### src/rtc_cfg_pkg.sv
/*
 Shared constants for the clock configuration and value window block:
 register offsets, field positions, reset values, value limits and timing.
 Assumes a 100 MHz system clock and a 16-bit register port.
*/
package rtc_cfg_pkg;
    // ==========================================================
    // Timing
    localparam int unsigned CLK_PERIOD_NS   = 10;
    localparam int unsigned HALF_SEC_NS     = 500_000_000;
    localparam int unsigned HALF_SEC_CYCLES = HALF_SEC_NS / CLK_PERIOD_NS;
    // Read-sync guard ahead of each rollover, least time, rounded up
    localparam int unsigned SYNC_WINDOW_NS  = 1_000;
    localparam int unsigned SYNC_CYCLES     =
        (SYNC_WINDOW_NS + CLK_PERIOD_NS - 1) / CLK_PERIOD_NS;
    localparam int unsigned SYNC_AFTER      = 2;  // Guard cycles after the tick

    // ==========================================================
    // Register offsets (word index on the register port)
    localparam logic [1:0] OFS_CONFIG     = 2'h0;
    localparam logic [1:0] OFS_VALUE_HIGH = 2'h1;
    localparam logic [1:0] OFS_VALUE_LOW  = 2'h2;

    // ==========================================================
    // Field positions of clock_config_and_trim
    localparam int unsigned ENABLE_BIT = 15;
    localparam int unsigned UNLOCK_BIT = 13;
    localparam int unsigned SYNC_BIT   = 12;
    localparam int unsigned HALF_BIT   = 11;
    localparam int unsigned OE_BIT     = 10;
    localparam int unsigned PTR_LSB    = 8;
    localparam int unsigned TRIM_LSB   = 0;
    localparam logic [15:0] CONFIG_RESET = 16'h0000;

    // ==========================================================
    // Window pointer codes
    localparam logic [1:0] PTR_MIN_SEC    = 2'h0;
    localparam logic [1:0] PTR_WDAY_HOUR  = 2'h1;
    localparam logic [1:0] PTR_MONTH_DAY  = 2'h2;
    localparam logic [1:0] PTR_RSVD_YEAR  = 2'h3;

    // ==========================================================
    // Field limits and reset values of the time fields
    localparam logic [7:0] ZERO_BYTE  = 8'h00;
    localparam logic [7:0] SEC_MAX    = 8'h3B;
    localparam logic [7:0] MIN_MAX    = 8'h3B;
    localparam logic [7:0] HOUR_MAX   = 8'h17;
    localparam logic [7:0] WDAY_MAX   = 8'h06;
    localparam logic [7:0] DAY_FIRST  = 8'h01;
    localparam logic [7:0] DAY_MAX    = 8'h1F;
    localparam logic [7:0] MONTH_MAX  = 8'h0C;
    localparam logic [7:0] YEAR_MAX   = 8'h63;
endpackage

### src/half_sec_divider.sv
/*
 Half-second divider: counts system clocks, holds the half-second phase,
 pulses once per full second and raises the read-sync guard around it.
 Assumes one clock and a synchronous active-high power-on reset.
*/
`timescale 1ns/100ps
module half_sec_divider #(
    parameter int unsigned HALF_CYCLES = rtc_cfg_pkg::HALF_SEC_CYCLES,
    parameter int unsigned SYNC_CYCLES = rtc_cfg_pkg::SYNC_CYCLES
) (
    input  wire logic clk,
    input  wire logic rst,
    input  wire logic run,
    input  wire logic restart,
    output logic      half_flag,
    output logic      sec_tick,
    output logic      sync_flag
);
    generate
        if (HALF_CYCLES <= SYNC_CYCLES + rtc_cfg_pkg::SYNC_AFTER) begin : g_bad
            $error("half_sec_divider: HALF_CYCLES too small for sync window");
        end
    endgenerate

    localparam logic [31:0] LAST   = 32'(HALF_CYCLES - 1);
    localparam logic [31:0] GUARD  = 32'(HALF_CYCLES - SYNC_CYCLES);
    localparam logic [31:0] AFTER  = 32'(rtc_cfg_pkg::SYNC_AFTER);

    typedef struct packed {
        logic [31:0] cnt;
        logic        phase;
        logic        tick;
        logic        sync;
    } div_state_t;

    div_state_t state_r;
    div_state_t state_nxt;

    // ==========================================================
    // Next state: restart beats counting, a stopped unit holds its phase
    always_comb begin
        state_nxt      = state_r;
        state_nxt.tick = 1'b0;
        if (restart) begin
            state_nxt.cnt   = 32'h0000_0000;
            state_nxt.phase = 1'b0;
        end else if (run) begin
            if (state_r.cnt == LAST) begin
                state_nxt.cnt   = 32'h0000_0000;
                state_nxt.phase = ~state_r.phase;
                state_nxt.tick  = state_r.phase;
            end else begin
                state_nxt.cnt = state_r.cnt + 32'h0000_0001;
            end
        end
        // Guard covers the end of the second and the update just after it
        state_nxt.sync = run && !restart &&
            ((state_nxt.phase && state_nxt.cnt >= GUARD) ||
             (!state_nxt.phase && state_nxt.cnt < AFTER));
    end

    always_ff @(posedge clk) begin
        if (rst) begin
            state_r <= '0;
        end else begin
            state_r <= state_nxt;
        end
    end

    assign half_flag = state_r.phase;
    assign sec_tick  = state_r.tick;
    assign sync_flag = state_r.sync;
endmodule

### src/value_window_mux.sv
/*
 Value window selector: presents the high and low time bytes chosen by
 the two-bit window pointer. Purely combinational.
*/
`timescale 1ns/100ps
module value_window_mux (
    input  wire logic [1:0] ptr,
    input  wire logic [7:0] sec,
    input  wire logic [7:0] min,
    input  wire logic [7:0] hour,
    input  wire logic [7:0] wday,
    input  wire logic [7:0] day,
    input  wire logic [7:0] month,
    input  wire logic [7:0] year,
    output logic [7:0]      hi_byte,
    output logic [7:0]      lo_byte
);
    // ==========================================================
    // One decode shared by both byte lanes
    function automatic logic [7:0] pick(input logic [1:0] p, input logic [7:0] b0,
                                        input logic [7:0] b1, input logic [7:0] b2,
                                        input logic [7:0] b3);
        case (p)
            rtc_cfg_pkg::PTR_MIN_SEC:   pick = b0;
            rtc_cfg_pkg::PTR_WDAY_HOUR: pick = b1;
            rtc_cfg_pkg::PTR_MONTH_DAY: pick = b2;
            default:                    pick = b3;
        endcase
    endfunction

    assign hi_byte = pick(ptr, min, wday, month, rtc_cfg_pkg::ZERO_BYTE);
    assign lo_byte = pick(ptr, sec, hour, day, year);
endmodule

### src/rtc_config_and_value_pointer.sv
/*
 Clock and calendar configuration block: the clock_config_and_trim word,
 the value window pointer, the time value register pair and a small
 seconds-to-years counter driven by the half-second divider.
 Assumes one 100 MHz clock, rst as the power-on reset, and software on a
 plain register port with read data one cycle after the read strobe.
*/
`timescale 1ns/100ps
module rtc_config_and_value_pointer #(
    parameter int unsigned HALF_CYCLES = rtc_cfg_pkg::HALF_SEC_CYCLES,
    parameter int unsigned SYNC_CYCLES = rtc_cfg_pkg::SYNC_CYCLES
) (
    input  wire logic        clk,
    input  wire logic        rst,
    input  wire logic        sys_rst,
    input  wire logic [1:0]  addr,
    input  wire logic [15:0] wdata,
    input  wire logic        wr,
    input  wire logic        rd,
    output logic [15:0]      rdata,
    output logic             clock_out,
    output logic             unit_running,
    output logic [7:0]       drift_trim
);
    generate
        if (SYNC_CYCLES < 1) begin : g_bad_sync
            $error("rtc_config_and_value_pointer: SYNC_CYCLES must be at least 1");
        end
    endgenerate

    // ==========================================================
    // State
    typedef struct packed {
        logic        enable;
        logic        unlock;
        logic        oe;
        logic [1:0]  ptr;
        logic [7:0]  trim;
        logic [7:0]  sec;
        logic [7:0]  min;
        logic [7:0]  hour;
        logic [7:0]  wday;
        logic [7:0]  day;
        logic [7:0]  month;
        logic [7:0]  year;
        logic [15:0] rdata;
        logic        clk_out;
    } top_state_t;

    top_state_t state_r;
    top_state_t state_nxt;

    logic       half_flag;
    logic       sec_tick;
    logic       sync_flag;
    logic [7:0] win_hi;
    logic [7:0] win_lo;
    logic       wr_cfg;
    logic       wr_hi;
    logic       wr_lo;
    logic       acc_hi;
    logic       sec_write;

    // ==========================================================
    // Helpers
    // One step of a wrapping field; returns carry out above the value
    function automatic logic [8:0] step(input logic [7:0] v, input logic [7:0] lo,
                                        input logic [7:0] hi, input logic cin);
        if (!cin) begin
            step = {1'b0, v};
        end else if (v >= hi) begin
            step = {1'b1, lo};
        end else begin
            step = {1'b0, v + 8'h01};
        end
    endfunction

    // Assemble the configuration word as software sees it
    function automatic logic [15:0] cfg_word(input top_state_t s, input logic sync,
                                             input logic half);
        logic [15:0] w;
        w = rtc_cfg_pkg::CONFIG_RESET;                   // Bit 14 stays zero
        w[rtc_cfg_pkg::ENABLE_BIT] = s.enable;
        w[rtc_cfg_pkg::UNLOCK_BIT] = s.unlock;
        w[rtc_cfg_pkg::SYNC_BIT]   = sync;
        w[rtc_cfg_pkg::HALF_BIT]   = half;
        w[rtc_cfg_pkg::OE_BIT]     = s.oe;
        w[rtc_cfg_pkg::PTR_LSB +: 2]  = s.ptr;
        w[rtc_cfg_pkg::TRIM_LSB +: 8] = s.trim;
        cfg_word = w;
    endfunction

    // ==========================================================
    // Access decode
    assign wr_cfg = wr && (addr == rtc_cfg_pkg::OFS_CONFIG);
    assign wr_hi  = wr && (addr == rtc_cfg_pkg::OFS_VALUE_HIGH) && state_r.unlock;
    assign wr_lo  = wr && (addr == rtc_cfg_pkg::OFS_VALUE_LOW) && state_r.unlock;
    // Any strobe on the high register moves the window, locked or not
    assign acc_hi = (wr || rd) && (addr == rtc_cfg_pkg::OFS_VALUE_HIGH);
    // Writing the seconds byte restarts the half-second phase
    // A high write carries the seconds byte too, so it restarts as well
    assign sec_write = (wr_lo || wr_hi) && (state_r.ptr == rtc_cfg_pkg::PTR_MIN_SEC);

    // ==========================================================
    // Divider and window selector
    half_sec_divider #(
        .HALF_CYCLES (HALF_CYCLES),
        .SYNC_CYCLES (SYNC_CYCLES)
    ) u_div (
        .clk       (clk),
        .rst       (rst),
        .run       (state_r.enable),
        .restart   (sec_write),
        .half_flag (half_flag),
        .sec_tick  (sec_tick),
        .sync_flag (sync_flag)
    );

    value_window_mux u_mux (
        .ptr     (state_r.ptr),
        .sec     (state_r.sec),
        .min     (state_r.min),
        .hour    (state_r.hour),
        .wday    (state_r.wday),
        .day     (state_r.day),
        .month   (state_r.month),
        .year    (state_r.year),
        .hi_byte (win_hi),
        .lo_byte (win_lo)
    );

    // ==========================================================
    // Next state
    always_comb begin
        logic [8:0] s_sec;
        logic [8:0] s_min;
        logic [8:0] s_hour;
        logic [8:0] s_wday;
        logic [8:0] s_day;
        logic [8:0] s_month;
        logic [8:0] s_year;
        state_nxt = state_r;

        // Counting cascade, one step per second while running
        s_sec   = step(state_r.sec, rtc_cfg_pkg::ZERO_BYTE, rtc_cfg_pkg::SEC_MAX,
                       sec_tick && state_r.enable);
        s_min   = step(state_r.min, rtc_cfg_pkg::ZERO_BYTE, rtc_cfg_pkg::MIN_MAX,
                       s_sec[8]);
        s_hour  = step(state_r.hour, rtc_cfg_pkg::ZERO_BYTE, rtc_cfg_pkg::HOUR_MAX,
                       s_min[8]);
        s_wday  = step(state_r.wday, rtc_cfg_pkg::ZERO_BYTE, rtc_cfg_pkg::WDAY_MAX,
                       s_hour[8]);
        // Month length is not modelled; every month runs to day 31
        s_day   = step(state_r.day, rtc_cfg_pkg::DAY_FIRST, rtc_cfg_pkg::DAY_MAX,
                       s_hour[8]);
        s_month = step(state_r.month, rtc_cfg_pkg::DAY_FIRST, rtc_cfg_pkg::MONTH_MAX,
                       s_day[8]);
        s_year  = step(state_r.year, rtc_cfg_pkg::ZERO_BYTE, rtc_cfg_pkg::YEAR_MAX,
                       s_month[8]);
        state_nxt.sec   = s_sec[7:0];
        state_nxt.min   = s_min[7:0];
        state_nxt.hour  = s_hour[7:0];
        state_nxt.wday  = s_wday[7:0];
        state_nxt.day   = s_day[7:0];
        state_nxt.month = s_month[7:0];
        state_nxt.year  = s_year[7:0];

        // Configuration write; flags 12 and 11 are not stored here
        if (wr_cfg) begin
            state_nxt.unlock = wdata[rtc_cfg_pkg::UNLOCK_BIT];
            state_nxt.oe     = wdata[rtc_cfg_pkg::OE_BIT];
            state_nxt.ptr    = wdata[rtc_cfg_pkg::PTR_LSB +: 2];
            state_nxt.trim   = wdata[rtc_cfg_pkg::TRIM_LSB +: 8];
            if (state_r.unlock) begin
                state_nxt.enable = wdata[rtc_cfg_pkg::ENABLE_BIT];
            end
        end

        // High value write: software data beats a same-cycle rollover
        if (wr_hi) begin
            case (state_r.ptr)
                rtc_cfg_pkg::PTR_MIN_SEC:   state_nxt.min   = wdata[15:8];
                rtc_cfg_pkg::PTR_WDAY_HOUR: state_nxt.wday  = wdata[15:8];
                rtc_cfg_pkg::PTR_MONTH_DAY: state_nxt.month = wdata[15:8];
                default:                    state_nxt.min   = state_nxt.min;
            endcase
            case (state_r.ptr)
                rtc_cfg_pkg::PTR_MIN_SEC:   state_nxt.sec   = wdata[7:0];
                rtc_cfg_pkg::PTR_WDAY_HOUR: state_nxt.hour  = wdata[7:0];
                rtc_cfg_pkg::PTR_MONTH_DAY: state_nxt.day   = wdata[7:0];
                default:                    state_nxt.year  = wdata[7:0];
            endcase
        end

        // Low value write fills the low byte only
        if (wr_lo) begin
            case (state_r.ptr)
                rtc_cfg_pkg::PTR_MIN_SEC:   state_nxt.sec   = wdata[7:0];
                rtc_cfg_pkg::PTR_WDAY_HOUR: state_nxt.hour  = wdata[7:0];
                rtc_cfg_pkg::PTR_MONTH_DAY: state_nxt.day   = wdata[7:0];
                default:                    state_nxt.year  = wdata[7:0];
            endcase
        end

        // Window pointer walks down after each high access, stuck at 00
        if (acc_hi && state_r.ptr != rtc_cfg_pkg::PTR_MIN_SEC) begin
            state_nxt.ptr = state_r.ptr - 2'h1;
        end

        // Read data for the cycle after the strobe
        if (rd) begin
            case (addr)
                rtc_cfg_pkg::OFS_CONFIG:
                    state_nxt.rdata = cfg_word(state_r, sync_flag, half_flag);
                rtc_cfg_pkg::OFS_VALUE_HIGH,
                rtc_cfg_pkg::OFS_VALUE_LOW:
                    state_nxt.rdata = {win_hi, win_lo};
                default:
                    state_nxt.rdata = 16'h0000;
            endcase
        end else begin
            state_nxt.rdata = 16'h0000;
        end

        // Output pin follows the half-second phase only when enabled
        state_nxt.clk_out = state_r.oe && state_r.enable && half_flag;
    end

    // ==========================================================
    // State register
    // Only power-on reset touches configuration; a system reset merely
    // clears pending read data so that a reset bus sees a quiet port.
    always_ff @(posedge clk) begin
        if (rst) begin
            state_r       <= '0;
            state_r.day   <= rtc_cfg_pkg::DAY_FIRST;
            state_r.month <= rtc_cfg_pkg::DAY_FIRST;
        end else if (sys_rst) begin
            state_r       <= state_nxt;
            state_r.rdata <= 16'h0000;
        end else begin
            state_r <= state_nxt;
        end
    end

    // ==========================================================
    // Outputs, all straight from the state register
    assign rdata        = state_r.rdata;
    assign clock_out    = state_r.clk_out;
    assign unit_running = state_r.enable;
    assign drift_trim   = state_r.trim;
endmodule

### config.mk
export PLATFORM = sky130hd
export DESIGN_NAME = rtc_config_and_value_pointer
export DESIGN_NICKNAME = d
export VERILOG_FILES = /design/src/rtc_cfg_pkg.sv /design/src/half_sec_divider.sv /design/src/value_window_mux.sv /design/src/rtc_config_and_value_pointer.sv
export SDC_FILE = /design/constraint.sdc
export NUM_CORES = 1
export LEC_CHECK = 0
export BUFFER_PORTS_ARGS = -buffer_cell sky130_fd_sc_hd__clkbuf_2
export CORE_MARGIN = 2
export CORE_UTILIZATION = 25
export DETAILED_ROUTE_END_ITERATION = 12
export PLACE_DENSITY_LB_ADDON = 0.15
export SETUP_SLACK_MARGIN = 0.1
export SYNTH_ARGS = -nofsm -noshare
export SYNTH_HDL_FRONTEND = slang
export SYNTH_SLANG_ARGS = --single-unit
### constraint.sdc
create_clock -name clk -period 6.75 [get_ports clk]
set_input_delay 1.35 -clock clk [delete_from_list [all_inputs] [get_ports clk]]
set_output_delay 1.35 -clock clk [all_outputs]
set_load 0.02 [all_outputs]
=== Word-level counts from Yosys, hierarchy flattened ===
Cells that the tools add are included.
Widths: inputs -> output; s select.

* Flip-flop bits (word level): 121
* Input bits: 23
* Output and inout port bits: 26
* Word-level logic and storage cells: 112

* $add $sub $neg: 9
* $lt $le $gt $ge: 9
* Equal/unequal tests: 5
* Muxes and demuxes: 40
* Bitwise operators: 4
* Reductions and logical operators: 27

{| class="wikitable"
|+ Operators with widths
! kind !! number
|-
| $mux 8 || 19
|-
| $mux 9 || 10
|-
| $add 8x1->8 const B || 7
|-
| $mux 56 || 1
|-
| $pmux 8 s3 || 2
|-
| $mux 34 || 1
|-
| $mux 33 || 1
|-
| $add 32x1->32 const B || 1
|-
| $eq 32x26->1 const B || 1
|-
| $ge 32x26->1 const B || 1
|-
| $lt 32x2->1 const B || 1
|-
| $mux 32 || 1
|-
| $pmux 16 s2 || 1
|-
| $ge 8x5->1 const B || 2
|-
| $ge 8x6->1 const B || 2
|-
| $logic_and 1x1->1 || 15
|-
| $mux 13 || 1
|-
| $ge 8x3->1 const B || 1
|-
| $ge 8x4->1 const B || 1
|-
| $ge 8x7->1 const B || 1
|-
| $reduce_or 3->1 || 2
|-
| $eq 2x1->1 const B || 2
|-
| $eq 2x2->1 const B || 2
|-
| $logic_not 2->1 || 2
|-
| 9 further kinds || 16
|}

=== Depth between registers and ports, before layout ===
Gate-level depths: netlist of run 1.

* Depth in word-level cells: 12
* Mapped depth: 10
* Depth with buffers taken out: 10

=== By module ===
Synthesis of run 1 repeated with hierarchy kept, for this count alone.

* Cells, all modules: 831
* Area, all modules: 6952.9 um2

{| class="wikitable"
|+ By module, submodules not included
! module !! instances !! cells each !! area each (um2) !! sequential area each (um2)
|-
| rtc_config_and_value_pointer || 1 || 545 || 4400.5 || 1721.7
|-
| half_sec_divider || 1 || 256 || 2145.8 || 700.7
|-
| value_window_mux || 1 || 30 || 406.6 || 0.0
|}

=== Worst setup path before layout of run 1 ===
OpenSTA, ideal clock, no wires.

* Path type: input to register
* Start: in addr[1]
* End: reg u_div.state_r (netlist bit u_div.sync_flag)
* Setup time: 88 ps
* Arrival time: 3161 ps
* Data required time: 6662 ps
* Slack: 3501 ps
* Stages: 10
* Buffers on the path: 0
* Path through: inv_1 > ha_1 > o211a_1 > and2_1 > o211ai_1 > nor3_1 > nand3_1 > or4_1 > o21a_1 > a311oi_2

* Cells in the longest elaborated chain, start to end: 10
* Elaborated cells between the ends (all ways): 18
* Classes of those cells: 2 x order compare; 2 x eq/ne; 1 x mux; 13 x reduce/logical

{| class="wikitable"
|+ RTL lines
! item !! RTL line !! source
|-
| start, declared || rtc_config_and_value_pointer.sv:16 || <nowiki>input wire logic [1:0] addr,</nowiki>
|-
| $eq 2x2->1 / $eq 2x1->1 (equally long branches) || rtc_config_and_value_pointer.sv:97, rtc_config_and_value_pointer.sv:96 ||
|-
| $logic_and 1x1->1, on equally long branches (2 in a row) || rtc_config_and_value_pointer.sv:97, rtc_config_and_value_pointer.sv:96 ||
|-
| $logic_or 1x1->1 * || rtc_config_and_value_pointer.sv:102 || <nowiki>assign sec_write = (wr_lo || wr_hi) && (state_r.ptr == rtc_cfg_pkg::PTR_MIN_SEC);</nowiki>
|-
| $logic_and 1x1->1 * || rtc_config_and_value_pointer.sv:102 ||
|-
| $mux 33 || half_sec_divider.sv:44 || <nowiki>if (restart) begin</nowiki>
|-
| $ge 32x26->1, or another cell as far along || half_sec_divider.sv:58 || <nowiki>((state_nxt.phase && state_nxt.cnt >= GUARD) ||</nowiki>
|-
| $logic_and 1x1->1, on equally long branches || half_sec_divider.sv:58, half_sec_divider.sv:59 ||
|-
| $logic_or 1x1->1 || half_sec_divider.sv:58 ||
|-
| $logic_and 1x1->1 * || half_sec_divider.sv:57 || <nowiki>state_nxt.sync = run && !restart &&</nowiki>
|-
| end signal, assigned || half_sec_divider.sv:66 || <nowiki>state_r <= state_nxt;</nowiki>
|-
| end, declared || half_sec_divider.sv:36 || <nowiki>div_state_t state_r;</nowiki>
|}

Every way passes the cells marked *; elsewhere a longest branch is shown, timed or not.
A chain may end at the register's enable or synchronous reset.

=== Worst setup path after layout of run 1 ===
* Start: reg state_r (netlist bit unit_running)
* End: reg state_r[20] (netlist bit)

* Cells in the longest elaborated chain, start to end: 11

{| class="wikitable"
|+ RTL lines
! item !! RTL line !! source
|-
| start, declared || rtc_config_and_value_pointer.sv:50 || <nowiki>top_state_t state_r;</nowiki>
|-
| start signal, assigned || rtc_config_and_value_pointer.sv:239 || <nowiki>state_r <= state_nxt;</nowiki>
|-
| start signal, assigned || rtc_config_and_value_pointer.sv:242 || <nowiki>state_r <= state_nxt;</nowiki>
|-
| $logic_and 1x1->1 * || rtc_config_and_value_pointer.sv:146 || <nowiki>sec_tick && state_r.enable);</nowiki>
|-
| $mux 9 * (5 in a row) || rtc_config_and_value_pointer.sv:69 || <nowiki>if (!cin) begin</nowiki>
|-
| $mux 8 * || rtc_config_and_value_pointer.sv:69 ||
|-
| $mux 8 || rtc_config_and_value_pointer.sv:187 || <nowiki>case (state_r.ptr)</nowiki>
|-
| $mux 56 * || rtc_config_and_value_pointer.sv:180 || <nowiki>if (wr_hi) begin</nowiki>
|-
| $mux 8 || rtc_config_and_value_pointer.sv:197 || <nowiki>case (state_r.ptr)</nowiki>
|-
| $mux 8 * || rtc_config_and_value_pointer.sv:196 || <nowiki>if (wr_lo) begin</nowiki>
|}

Marked as above.

==> flow_summary.json, run 1 <==
{
  "run_status": "completed",
  "grt_pass1_vias": 5716,
  "numCtsBuffers": 17,
  "synth-edff-count": 0,
  "p_leak_nw": 2.734,
  "crit_fanout": 16,
  "drive_above_1_share_pct": 11.43,
  "synth-seq-area-share_pct": 36.76,
  "nets": 877,
  "worstMarginPinSlew_ps": 947.6,
  "powerDensity_mw_per_mm2": 239.2,
  "cts_buffer_depth": 2,
  "die-area_sq_mm": 0.02767,
  "io_buffer_count": 48,
  "hold_viol_final": 0,
  "top_layer": "met5",
  "fp-row-count": 59,
  "hold_path_class": "reg2reg",
  "syn_avg_cell_area_sq_um": 7.872,
  "crit_family": "simple AND/OR/NAND/NOR gates",
  "place_hpwl_um": 15310,
  "cp_common_cell": "nand2_1",
  "clock-skew-final_ps": 15.08,
  "final_cell_area_sq_mm": 0.007537,
  "synth_nets": 878,
  "grt_pass1_wl_um": 33710,
  "fillers": 2831,
  "fp.dieH_um": 166.3,
  "rrSetupSlack_ps": 3230,
  "wl_met1_um": 10080,
  "h-tree-depth": 4,
  "place_congestion": 0.8094,
  "routedWlPerCell_um": 18.20,
  "first_iter_violations": 605,
  "final.setup.tns_ps": 0,
  "antenna_found_initial": 2,
  "ys_ff_latch": 121,
  "via_count": 6049,
  "worst_path_max_delay_cell": "or3_1",
  "final-setup-viol-count": 0,
  "path_clk_slew_ps": 60,
  "arrival_ps": 3850,
  "maxCapViolations": 0,
  "drc_errors": 0,
  "cts.sinks": 121,
  "async_flop_share_pct": 0,
  "grt_max_degree": 76,
  "syn-cell-area_sq_mm": 0.006589,
  "avgViaCountPerCell": 5.105,
  "drtAntennaViolNets": 0,
  "final_common_cell": "dfxtp_1",
  "critPathMaxStageDelay_ps": 720,
  "slew_viol_final": 0,
  "dieWidth_um": 166.3,
  "hold_ws_ps": 471.6,
  "syn_inst": 837,
  "dr_wl_met3_um": 770,
  "final_core_util_pct": 29.01,
  "rsz0062_at_grt": "false",
  "io-pin-count": 49,
  "gr-total-overflow": 0,
  "required_ps": 7070,
  "critPathKind": "reg2reg",
  "max_freq_mhz": 283.8,
  "placed_area_sq_mm": 0.006897,
  "area_growth_pct": 14.39,
  "ys.flop_type": "dfxtp_1",
  "finalCriticalPeriod_ps": 3524,
  "yosys_warnings": 0,
  "core_area_sq_mm": 0.02598,
  "initial_core_util_pct": 25.36,
  "ir_drop_mv": 0.1492,
  "clock_latency_ps": 420,
  "relSlewSlack_pct": 36.82,
  "fin_total_pwr_mw": 1.803,
  "finalCritPeriodShare_pct": 52.20,
  "cp-end-kind": "register",
  "yosysUniqueCellTypes": 62,
  "cts_tree": "yes",
  "wl_met2_um": 10410,
  "grt_usage_pct": 15.49,
  "crit_path_cell_trace": "nand2_1 > a221oi_1 > buf_4 > nand2_1 > or3_1 > nor2_1 > nand3b_1 > a311oi_1",
  "cp-start-kind": "register",
  "ctsHoldBuffers": 0,
  "cts_resized": 0,
  "finalWirelength_um": 21570,
  "drt_pass1_iterations": 7,
  "path_buf_inv": 1,
  "final_cell_mix": "121 x dfxtp_1, 113 x nor2_1, 103 x nand2_1",
  "cts_setup_buffers": 0,
  "cts-root-buf": "clkbuf_16"
}
power breakdown:
group / switching [mW] / internal (mW)
sequential: 0.00742 / 0.720
combinational: 0.0506 / 0.0188
clock: 0.377 / 0.629
kinds of logic after synthesis:
| family | Yosys count | share of synthesized area, % |
|---|---|---|
| fa+ha+maj | 18 | 3.418 |
| simple gates | 394 | 28.73 |
| compound gates | 170 | 18.00 |
| xor+xnor | 40 | 5.317 |
| flops | 121 | 36.76 |
| mux | 8 | 1.234 |
| buf+inv | 86 | 6.532 |
layer usage:
metal | vias up | GRT usage, %
met5 | - | 0
met3 | 18 | 3.313
met1 | 2901 | 20.06
li1 | 3011 | -
met4 | 2 | 4.085
met2 | 117 | 26.18
stage by stage:
stage	instances	setup WS, ps
CTS	1184	3229
global placement	1152	2919
floorplan	837	3501
finish	1185	3226
global route	1184	2991
detailed placement	1152	2822
worst paths after layout:
kind / from / endpoint / cells after the start
setup / recovery: unit_running / state_r[20] / 8
hold / removal: drift_trim[1] / drift_trim[1] / 2
setup reg to reg: unit_running / state_r[20] / 8
hold reg to reg: drift_trim[1] / drift_trim[1] / 2
layout make-up:
cell class	count	area (sq um)	share of cell area [%]
antenna	1	2.502	0.03320
clock buffer	18	429.2	5.694
clock inverter	14	209.0	2.772
inverter	15	56.30	0.7470
multi-input combinational	630	3736	49.57
sequential	121	2422	32.14
tap	335	419.2	5.561
timing repair buffer	51	262.8	3.486
sequential cells by signal, indices dropped and copies added (netlist names):
signal and flops:
state_r 60, u_div.state_r 32, rdata 16, drift_trim 8
clock_out 1, u_div.half_flag 1, u_div.sec_tick 1, u_div.sync_flag 1
unit_running 1
worst min-delay path, cell delays in order, from the launching register on:
cell and delay (ps):
dfxtp_1 320, nand2_1 50, a21oi_1 50
cell usage after synthesis (3+ instances only):
| library cell | instances | area [sq um] |
|---|---|---|
| o211ai_1 | 3 | 22.52 |
| nand2_1 | 103 | 386.6 |
| a222oi_1 | 16 | 160.2 |
| a211o_1 | 3 | 26.28 |
| and3_1 | 19 | 118.9 |
| buf_4 | 25 | 187.7 |
| nand3_1 | 39 | 195.2 |
| and2_1 | 16 | 100.1 |
| inv_1 | 15 | 56.30 |
| a221oi_1 | 5 | 43.79 |
| or2_2 | 5 | 31.28 |
| nor3b_1 | 3 | 22.52 |
| nor2b_1 | 5 | 31.28 |
| clkbuf_1 | 37 | 138.9 |
| or4_1 | 6 | 45.04 |
| buf_1 | 3 | 11.26 |
| or3_1 | 4 | 25.02 |
| a21oi_1 | 42 | 210.2 |
| ha_1 | 18 | 225.2 |
| a22o_1 | 8 | 70.07 |
| a22oi_1 | 6 | 45.04 |
| nand4_1 | 20 | 125.1 |
| xnor2_1 | 27 | 236.5 |
| nand3b_1 | 4 | 30.03 |
| a311oi_1 | 9 | 78.83 |
| xor2_1 | 13 | 113.9 |
| a41oi_1 | 5 | 43.79 |
| buf_2 | 4 | 20.02 |
| nor3_1 | 33 | 165.2 |
| nor4_1 | 8 | 50.05 |
| nor2_1 | 113 | 424.2 |
| nor4b_1 | 4 | 35.03 |
| and4_1 | 4 | 35.03 |
| mux2i_1 | 7 | 70.07 |
| dfxtp_1 | 121 | 2422 |
| o21ai_0 | 36 | 180.2 |
| a211oi_1 | 16 | 120.1 |
Note: power is estimated with default switching activity, not from simulation.
==> inputs of run 2 (changes only) <==
- ABC_AREA: not set -> 1
- clock period: 6.75 -> 3.3 ns (I/O delays scaled with it)
==> run 2 against run 1 <==
  * Power rose by 99%
  * First-iteration DRC count fell by 13%
  * Clock-buffer cell count did not move
  * Final area rose by 13%
  * Cell count rose by 31%
  * Maximum frequency rose by 36%
  * Critical path depth rose by 7
  * Critical endpoint is now u_div.sync_flag
  * Area after synthesis rose by 13%
  * Combinational power rose to 2.6 times the previous value
  * Clock skew fell by 2.2 ps
  * Sequential share of layout area fell by 3.8 points
  * Sequential power rose by 100%
  * Highest routed layer is now met4
==> flow_summary.json, run 2 <==
{
  "cts-root-buf": "clkbuf_16",
  "final-setup-viol-count": 0,
  "synth_nets": 1170,
  "io_buffer_count": 48,
  "drive_above_1_share_pct": 12.34,
  "via_count": 7354,
  "drt_pass1_iterations": 5,
  "initial_core_util_pct": 25.25,
  "critPathKind": "reg2reg",
  "ys_ff_latch": 121,
  "rrSetupSlack_ps": 710,
  "largest_register_ffs": 60,
  "p_leak_nw": 3.474,
  "io-pin-count": 49,
  "hold_viol_final": 0,
  "die-area_sq_mm": 0.03118,
  "synth_commonest_cells": "211 x nand2_1, 157 x nor2_1, 141 x inv_1",
  "relSlewSlack_pct": 34.21,
  "syn_inst": 1129,
  "cp-endpoint": "u_div.sync_flag",
  "maxCapViolations": 0,
  "required_ps": 3650,
  "finalCritPeriodShare_pct": 78.49,
  "ys.flop_type": "dfxtp_1",
  "rsz0062_at_grt": "false",
  "startpoint": "u_div.state_r[3]",
  "yosysUniqueCellTypes": 47,
  "hold_ws_ps": 476.9,
  "cts_resized": 0,
  "place_hpwl_um": 19460,
  "rr_startpoint": "u_div.state_r[3]",
  "dp.cells": 1525,
  "cts.sinks": 121,
  "synth-edff-count": 0,
  "hold_path_class": "reg2reg",
  "finalWirelength_um": 25600,
  "synth_area_leaders": "dfxtp_1 33%, nand2_1 11%, nor2_1 7.9%",
  "clock-skew-final_ps": 12.90,
  "slew_viol_final": 0,
  "fp.dieH_um": 176.6,
  "top_register": "state_r",
  "worstMarginPinSlew_ps": 986.9,
  "final_common_cell": "nand2_1",
  "h-tree-depth": 4,
  "rr_worst_depth": 15,
  "yosys_warnings": 0,
  "avgViaCountPerCell": 4.723,
  "crit_family": "simple AND/OR/NAND/NOR gates",
  "drtAntennaViolNets": 0,
  "cts_buffer_depth": 2,
  "numCtsBuffers": 17,
  "cts_setup_buffers": 0,
  "grt_pass1_vias": 7128,
  "run_status": "completed",
  "fillers": 3344,
  "finalNonFillerCells": 1557,
  "syn_avg_cell_area_sq_um": 6.594,
  "crit_fanout": 18,
  "max_freq_mhz": 386.1,
  "drc_errors": 0,
  "area_growth_pct": 14.81,
  "async_flop_share_pct": 0,
  "grt_usage_pct": 16.79,
  "finalCriticalPeriod_ps": 2590,
  "r2r_end": "u_div.sync_flag",
  "cp-end-kind": "register",
  "arrival_ps": 2940,
  "place_congestion": 0.8399,
  "cts_tree": "yes",
  "path_buf_inv": 1,
  "syn-cell-area_sq_mm": 0.007445,
  "ctsHoldBuffers": 0,
  "grt_pass1_wl_um": 40390,
  "ir_drop_mv": 0.3496,
  "worst_path_max_delay_cell": "dfxtp_1",
  "yosys.area.top_type": "dfxtp_1",
  "clock_latency_ps": 420,
  "path_clk_slew_ps": 70,
  "routedWlPerCell_um": 16.44,
  "gr-total-overflow": 0,
  "cp_common_cell": "nand3_1",
  "dieWidth_um": 176.6,
  "fp-row-count": 63,
  "grt_max_degree": 81,
  "powerDensity_mw_per_mm2": 419.7,
  "yosysMostFrequentCell": "nand2_1",
  "crit_path_cell_trace": "ha_1 > nand3_1 > nor2_2 > nand3_1 > nor2_1 > nand3_2 > nand2_4 > inv_2 > o21ai_0 > nand3_1 > nor2_1 > nand3_1 > nand2_1 > nand2_1 > nor2_1",
  "antenna_found_initial": 0,
  "reg.largest.list": "state_r x60, u_div.state_r x32, rdata x16",
  "final.setup.tns_ps": 0,
  "first_iter_violations": 525,
  "nets": 1195,
  "synth-seq-area-share_pct": 32.54,
  "critPathMaxStageDelay_ps": 440,
  "synth_top_area_share_pct": 32.54,
  "cp-start-kind": "register",
  "diodes": 0,
  "final_cell_mix": "211 x nand2_1, 157 x nor2_1, 141 x inv_1",
  "worstSetupPathDepth": 15,
  "core_area_sq_mm": 0.02948
}
-- run 2: cell families after synthesis --
kind of cell             after synthesis  share of synthesized area (%)
buffers and inverters                203                          11.70
AND/OR/NAND/NOR                      557                          34.12
adder cells (fa/ha/maj)               18                          3.025
flip-flops                           121                          32.54
XOR/XNOR                              11                          1.395
AO/OA/AOI/OAI                        219                          17.23
-- run 2: report_power, final --
group          leakage, nW  internal (mW)  switching [mW]
Sequential           0.976           1.47          0.0133
Clock                0.290           1.09           0.825
Combinational         2.21         0.0469           0.136
-- run 2: worst min-delay path by stage --
stage                          startpoint     endpoint  slack (ps)  cells after the start
final                       drift_trim[2]     rdata[2]         480                      2
after global routing            wdata[14]  state_r[63]         500                      3
after CTS                     state_r[83]    clock_out         470                      2
after detailed placement      state_r[83]    clock_out         460                      2
after global placement      drift_trim[2]     rdata[2]         470                      2
after floorplan           u_div.sync_flag    rdata[12]         430                      2
-- run 2: worst reg2reg max path, cell delays in order, from the launching register on --
cell and delay, ps:
dfxtp_1 440, ha_1 250, nand3_1 140, nor2_2 160, nand3_1 120, nor2_1 130, nand3_2 270, nand2_4 310
inv_2 80, o21ai_0 90, nand3_1 90, nor2_1 140, nand3_1 90, nand2_1 60, nand2_1 40, nor2_1 100
-- run 2: stage by stage --
stage	setup slack [ps]	util [%]	area (sq um)	power, mW
floorplan	1085	-	7445	1.623
global placement	559.5	26.98	7955	1.702
detailed placement	529.3	26.98	7955	1.701
CTS	730.2	28.99	8547	3.633
global route	439.1	28.99	8547	3.715
finish	709.8	28.99	8547	3.587
-- run 2: layer usage --
layer  vias to the layer above  GRT usage, %  wire [um]
li1                       3783             -          -
met3                        24         2.541       1071
met5                         -             0          0
met1                      3372         22.45      12180
met4                         0         5.475        521
met2                       175         27.64      11830
-- run 2: final cells by class --
cell class | instances | area (sq um) | area share (%)
Inverter | 148 | 555.5 | 6.500
Multi-Input combinational cell | 805 | 4151 | 48.57
Tap cell | 390 | 488.0 | 5.709
Sequential cell | 121 | 2422 | 28.34
Clock buffer | 18 | 439.2 | 5.138
Timing Repair Buffer | 61 | 337.8 | 3.953
Clock inverter | 14 | 152.6 | 1.786
==> inputs of run 3 (changes only) <==
- clock period: 3.3 -> 2.29 ns (I/O delays scaled with it)
==> run 3 against run 2 <==
  * Clock skew about the same
  * Utilization up 3.2 points
  * Clock power up 41%
  * Register-to-register slack worse by 540 ps
  * Final area up 11%
  * Critical path type unchanged
  * First-iteration DRC count down 4.0%
  * Largest cell class unchanged
  * Maximum frequency up 22%
  * Cell count up 5.4%
  * Critical endpoint unchanged
  * Die area unchanged
==> flow_summary.json, run 3 (same netlist as run 2, synthesis figures left out) <==
{
  "initial_core_util_pct": 25.25,
  "rrSetupSlack_ps": 170,
  "fp.dieH_um": 176.6,
  "ir_drop_mv": 0.4831,
  "worst_path_max_delay_cell": "dfxtp_2",
  "rsz0062_at_grt": "true",
  "io-pin-count": 49,
  "required_ps": 2650,
  "run_status": "completed",
  "drtAntennaViolNets": 0,
  "cts-root-buf": "clkbuf_16",
  "core_area_sq_mm": 0.02948,
  "critPathKind": "reg2reg",
  "fp-row-count": 63,
  "routedWlPerCell_um": 16.27,
  "p_sw_share_pct": 26.87,
  "gr-total-overflow": 0,
  "internal_power_mw": 3.756,
  "p_seq_share_pct": 41.6,
  "antenna_found_initial": 0,
  "clock_latency_ps": 420,
  "hp-start": "wdata[14]",
  "r2r_end": "u_div.sync_flag",
  "clock-skew-final_ps": 13.03,
  "cts_buffer_depth": 2,
  "final-setup-viol-count": 0,
  "finalCritPeriodShare_pct": 92.62,
  "powerDensity_mw_per_mm2": 541.4,
  "cts_tree": "yes",
  "max_freq_mhz": 471.5,
  "h-tree-depth": 4,
  "hold_viol_final": 0,
  "finalWirelength_um": 26700,
  "area_growth_pct": 27.45,
  "grt_pass1_wl_um": 40840,
  "relSlewSlack_pct": 34.89,
  "switching_power_mw": 1.380,
  "reg.largest.list": "state_r x60, u_div.state_r x32, rdata x16",
  "p_leak_nw": 3.936,
  "finalCriticalPeriod_ps": 2121,
  "path_clk_slew_ps": 60,
  "hold_path_class": "in2reg",
  "io_buffer_count": 48,
  "first_iter_violations": 504,
  "dieWidth_um": 176.6,
  "final_common_cell": "nand2_1",
  "grt_max_degree": 81,
  "cts.sinks": 121,
  "cp-start-kind": "register",
  "place_congestion": 0.8979,
  "final_core_util_pct": 32.18,
  "drt_pass1_iterations": 6,
  "holdPathEnd": "state_r[63]",
  "largest_register_ffs": 60,
  "slew_viol_final": 0,
  "rr_worst_depth": 16,
  "drc_errors": 0,
  "ctsHoldBuffers": 0,
  "final_cell_mix": "202 x nand2_1, 141 x nor2_1, 138 x inv_1",
  "clock_power_share_pct": 52.8,
  "grt_usage_pct": 17.03,
  "nets": 1279,
  "hold_depth": 3,
  "top_register": "state_r",
  "fillers": 3250,
  "pwr-share-comb_pct": 5.6,
  "multi_input_area_sq_mm": 0.004397,
  "critPathMaxStageDelay_ps": 360,
  "crit_path_cell_trace": "buf_6 > nand2_4 > nor2_4 > nand2_4 > nor2_4 > nand2_1 > nand2_1 > nand2_2 > nor2_2 > buf_4 > nand3_1 > nor2_1 > nand4_1 > nand2_1 > nor2_2 > nor2_2",
  "avgViaCountPerCell": 4.746,
  "diodes": 0,
  "cp-end-kind": "register",
  "rr_startpoint": "u_div.state_r[4]",
  "drive_above_1_share_pct": 24.06,
  "worstMarginPinSlew_ps": 976.6,
  "regArea_sq_mm": 0.002460,
  "maxCapViolations": 0,
  "crit_fanout": 6,
  "via_count": 7789,
  "grt_pass1_vias": 7157,
  "arrival_ps": 2480,
  "numCtsBuffers": 17,
  "fin_total_pwr_mw": 5.136,
  "place_hpwl_um": 20030,
  "die-area_sq_mm": 0.03118
}
==> run 3: cell count changes in the layout (fill, tap and decap cells not counted), sizes merged <==
cell      previous run  this run
buf                 14        96
clkbuf              65        66
inv                157       153
nand2              221       222
clkinvlp             1         2
clkinv               3         6
==> run 3: cell type report <==
type	count	area share [%]
multi-input combinational	806	46.34
timing repair buffer	144	10.56
clock buffer	18	4.629
clock inverter	14	1.464
tap	390	5.143
sequential	121	25.93
inverter	148	5.934
==> run 3: layer usage <==
| layer | vias up | part of all wire (%) | GRT usage (%) |
|---|---|---|---|
| met4 | 0 | 1.6 | 4.477 |
| met5 | - | 0 | 0 |
| met3 | 25 | 3.9 | 2.347 |
| li1 | 3941 | - | - |
| met1 | 3645 | 46 | 22.74 |
| met2 | 178 | 48 | 28.76 |
==> run 3: how the worst max path moves through the flow <==
stage / slack, ps / start / end
6_report: 170 / u_div.state_r[4] / u_div.sync_flag
5_1_grt: 7 / u_div.state_r[13] / u_div.sync_flag
4_1_cts: 100 / state_r[58] / state_r[20]
3_5_place_dp: -110 / addr[0] / u_div.sync_flag
3_3_place_gp: -60 / addr[0] / u_div.sync_flag
2_1_floorplan: 280 / addr[1] / u_div.sync_flag
==> run 3: power groups by stage <==
stage / registers [mW] / clock network, mW / logic [mW]
floorplan: 2.18 / 0 / 0.157
global placement: 2.19 / 0 / 0.284
detailed placement: 2.19 / 0 / 0.282
CTS: 2.14 / 2.78 / 0.284
global route: 2.14 / 2.87 / 0.321
finish: 2.14 / 2.71 / 0.288
==> run 3: timing repair <==
item | 4_1_cts | 5_1_grt
buffers inserted | 1 | 16
setup endpoints to repair | 1 | 23
pin swaps | 1 | 33
gates cloned | 0 | 2
gates resized for setup | 6 | 89
==> run 3: worst max-delay path: cells and delay by family (launching register included) <==
kind	cells	cell delay, ps
and+or+nand+nor	14	1450
DFF	1	360
buffers and inverters	2	240
==> run 3: per-stage QoR <==
| step | TNS, ps | hold slack [ps] | setup slack, ps | cell area (sq um) | cells |
|---|---|---|---|---|---|
| 2_1_floorplan | 0 | 434.0 | 277.0 | 7445 | 1129 |
| 3_3_place_gp | -58.15 | 467.6 | -58.15 | 8456 | 1590 |
| 3_5_place_dp | -109.9 | 456.7 | -109.9 | 8456 | 1590 |
| 4_1_cts | 0 | 297.9 | 100.7 | 9055 | 1623 |
| 5_1_grt | 0 | 325.0 | 6.839 | 9488 | 1641 |
| 6_report | 0 | 304.9 | 169.0 | 9488 | 1641 |
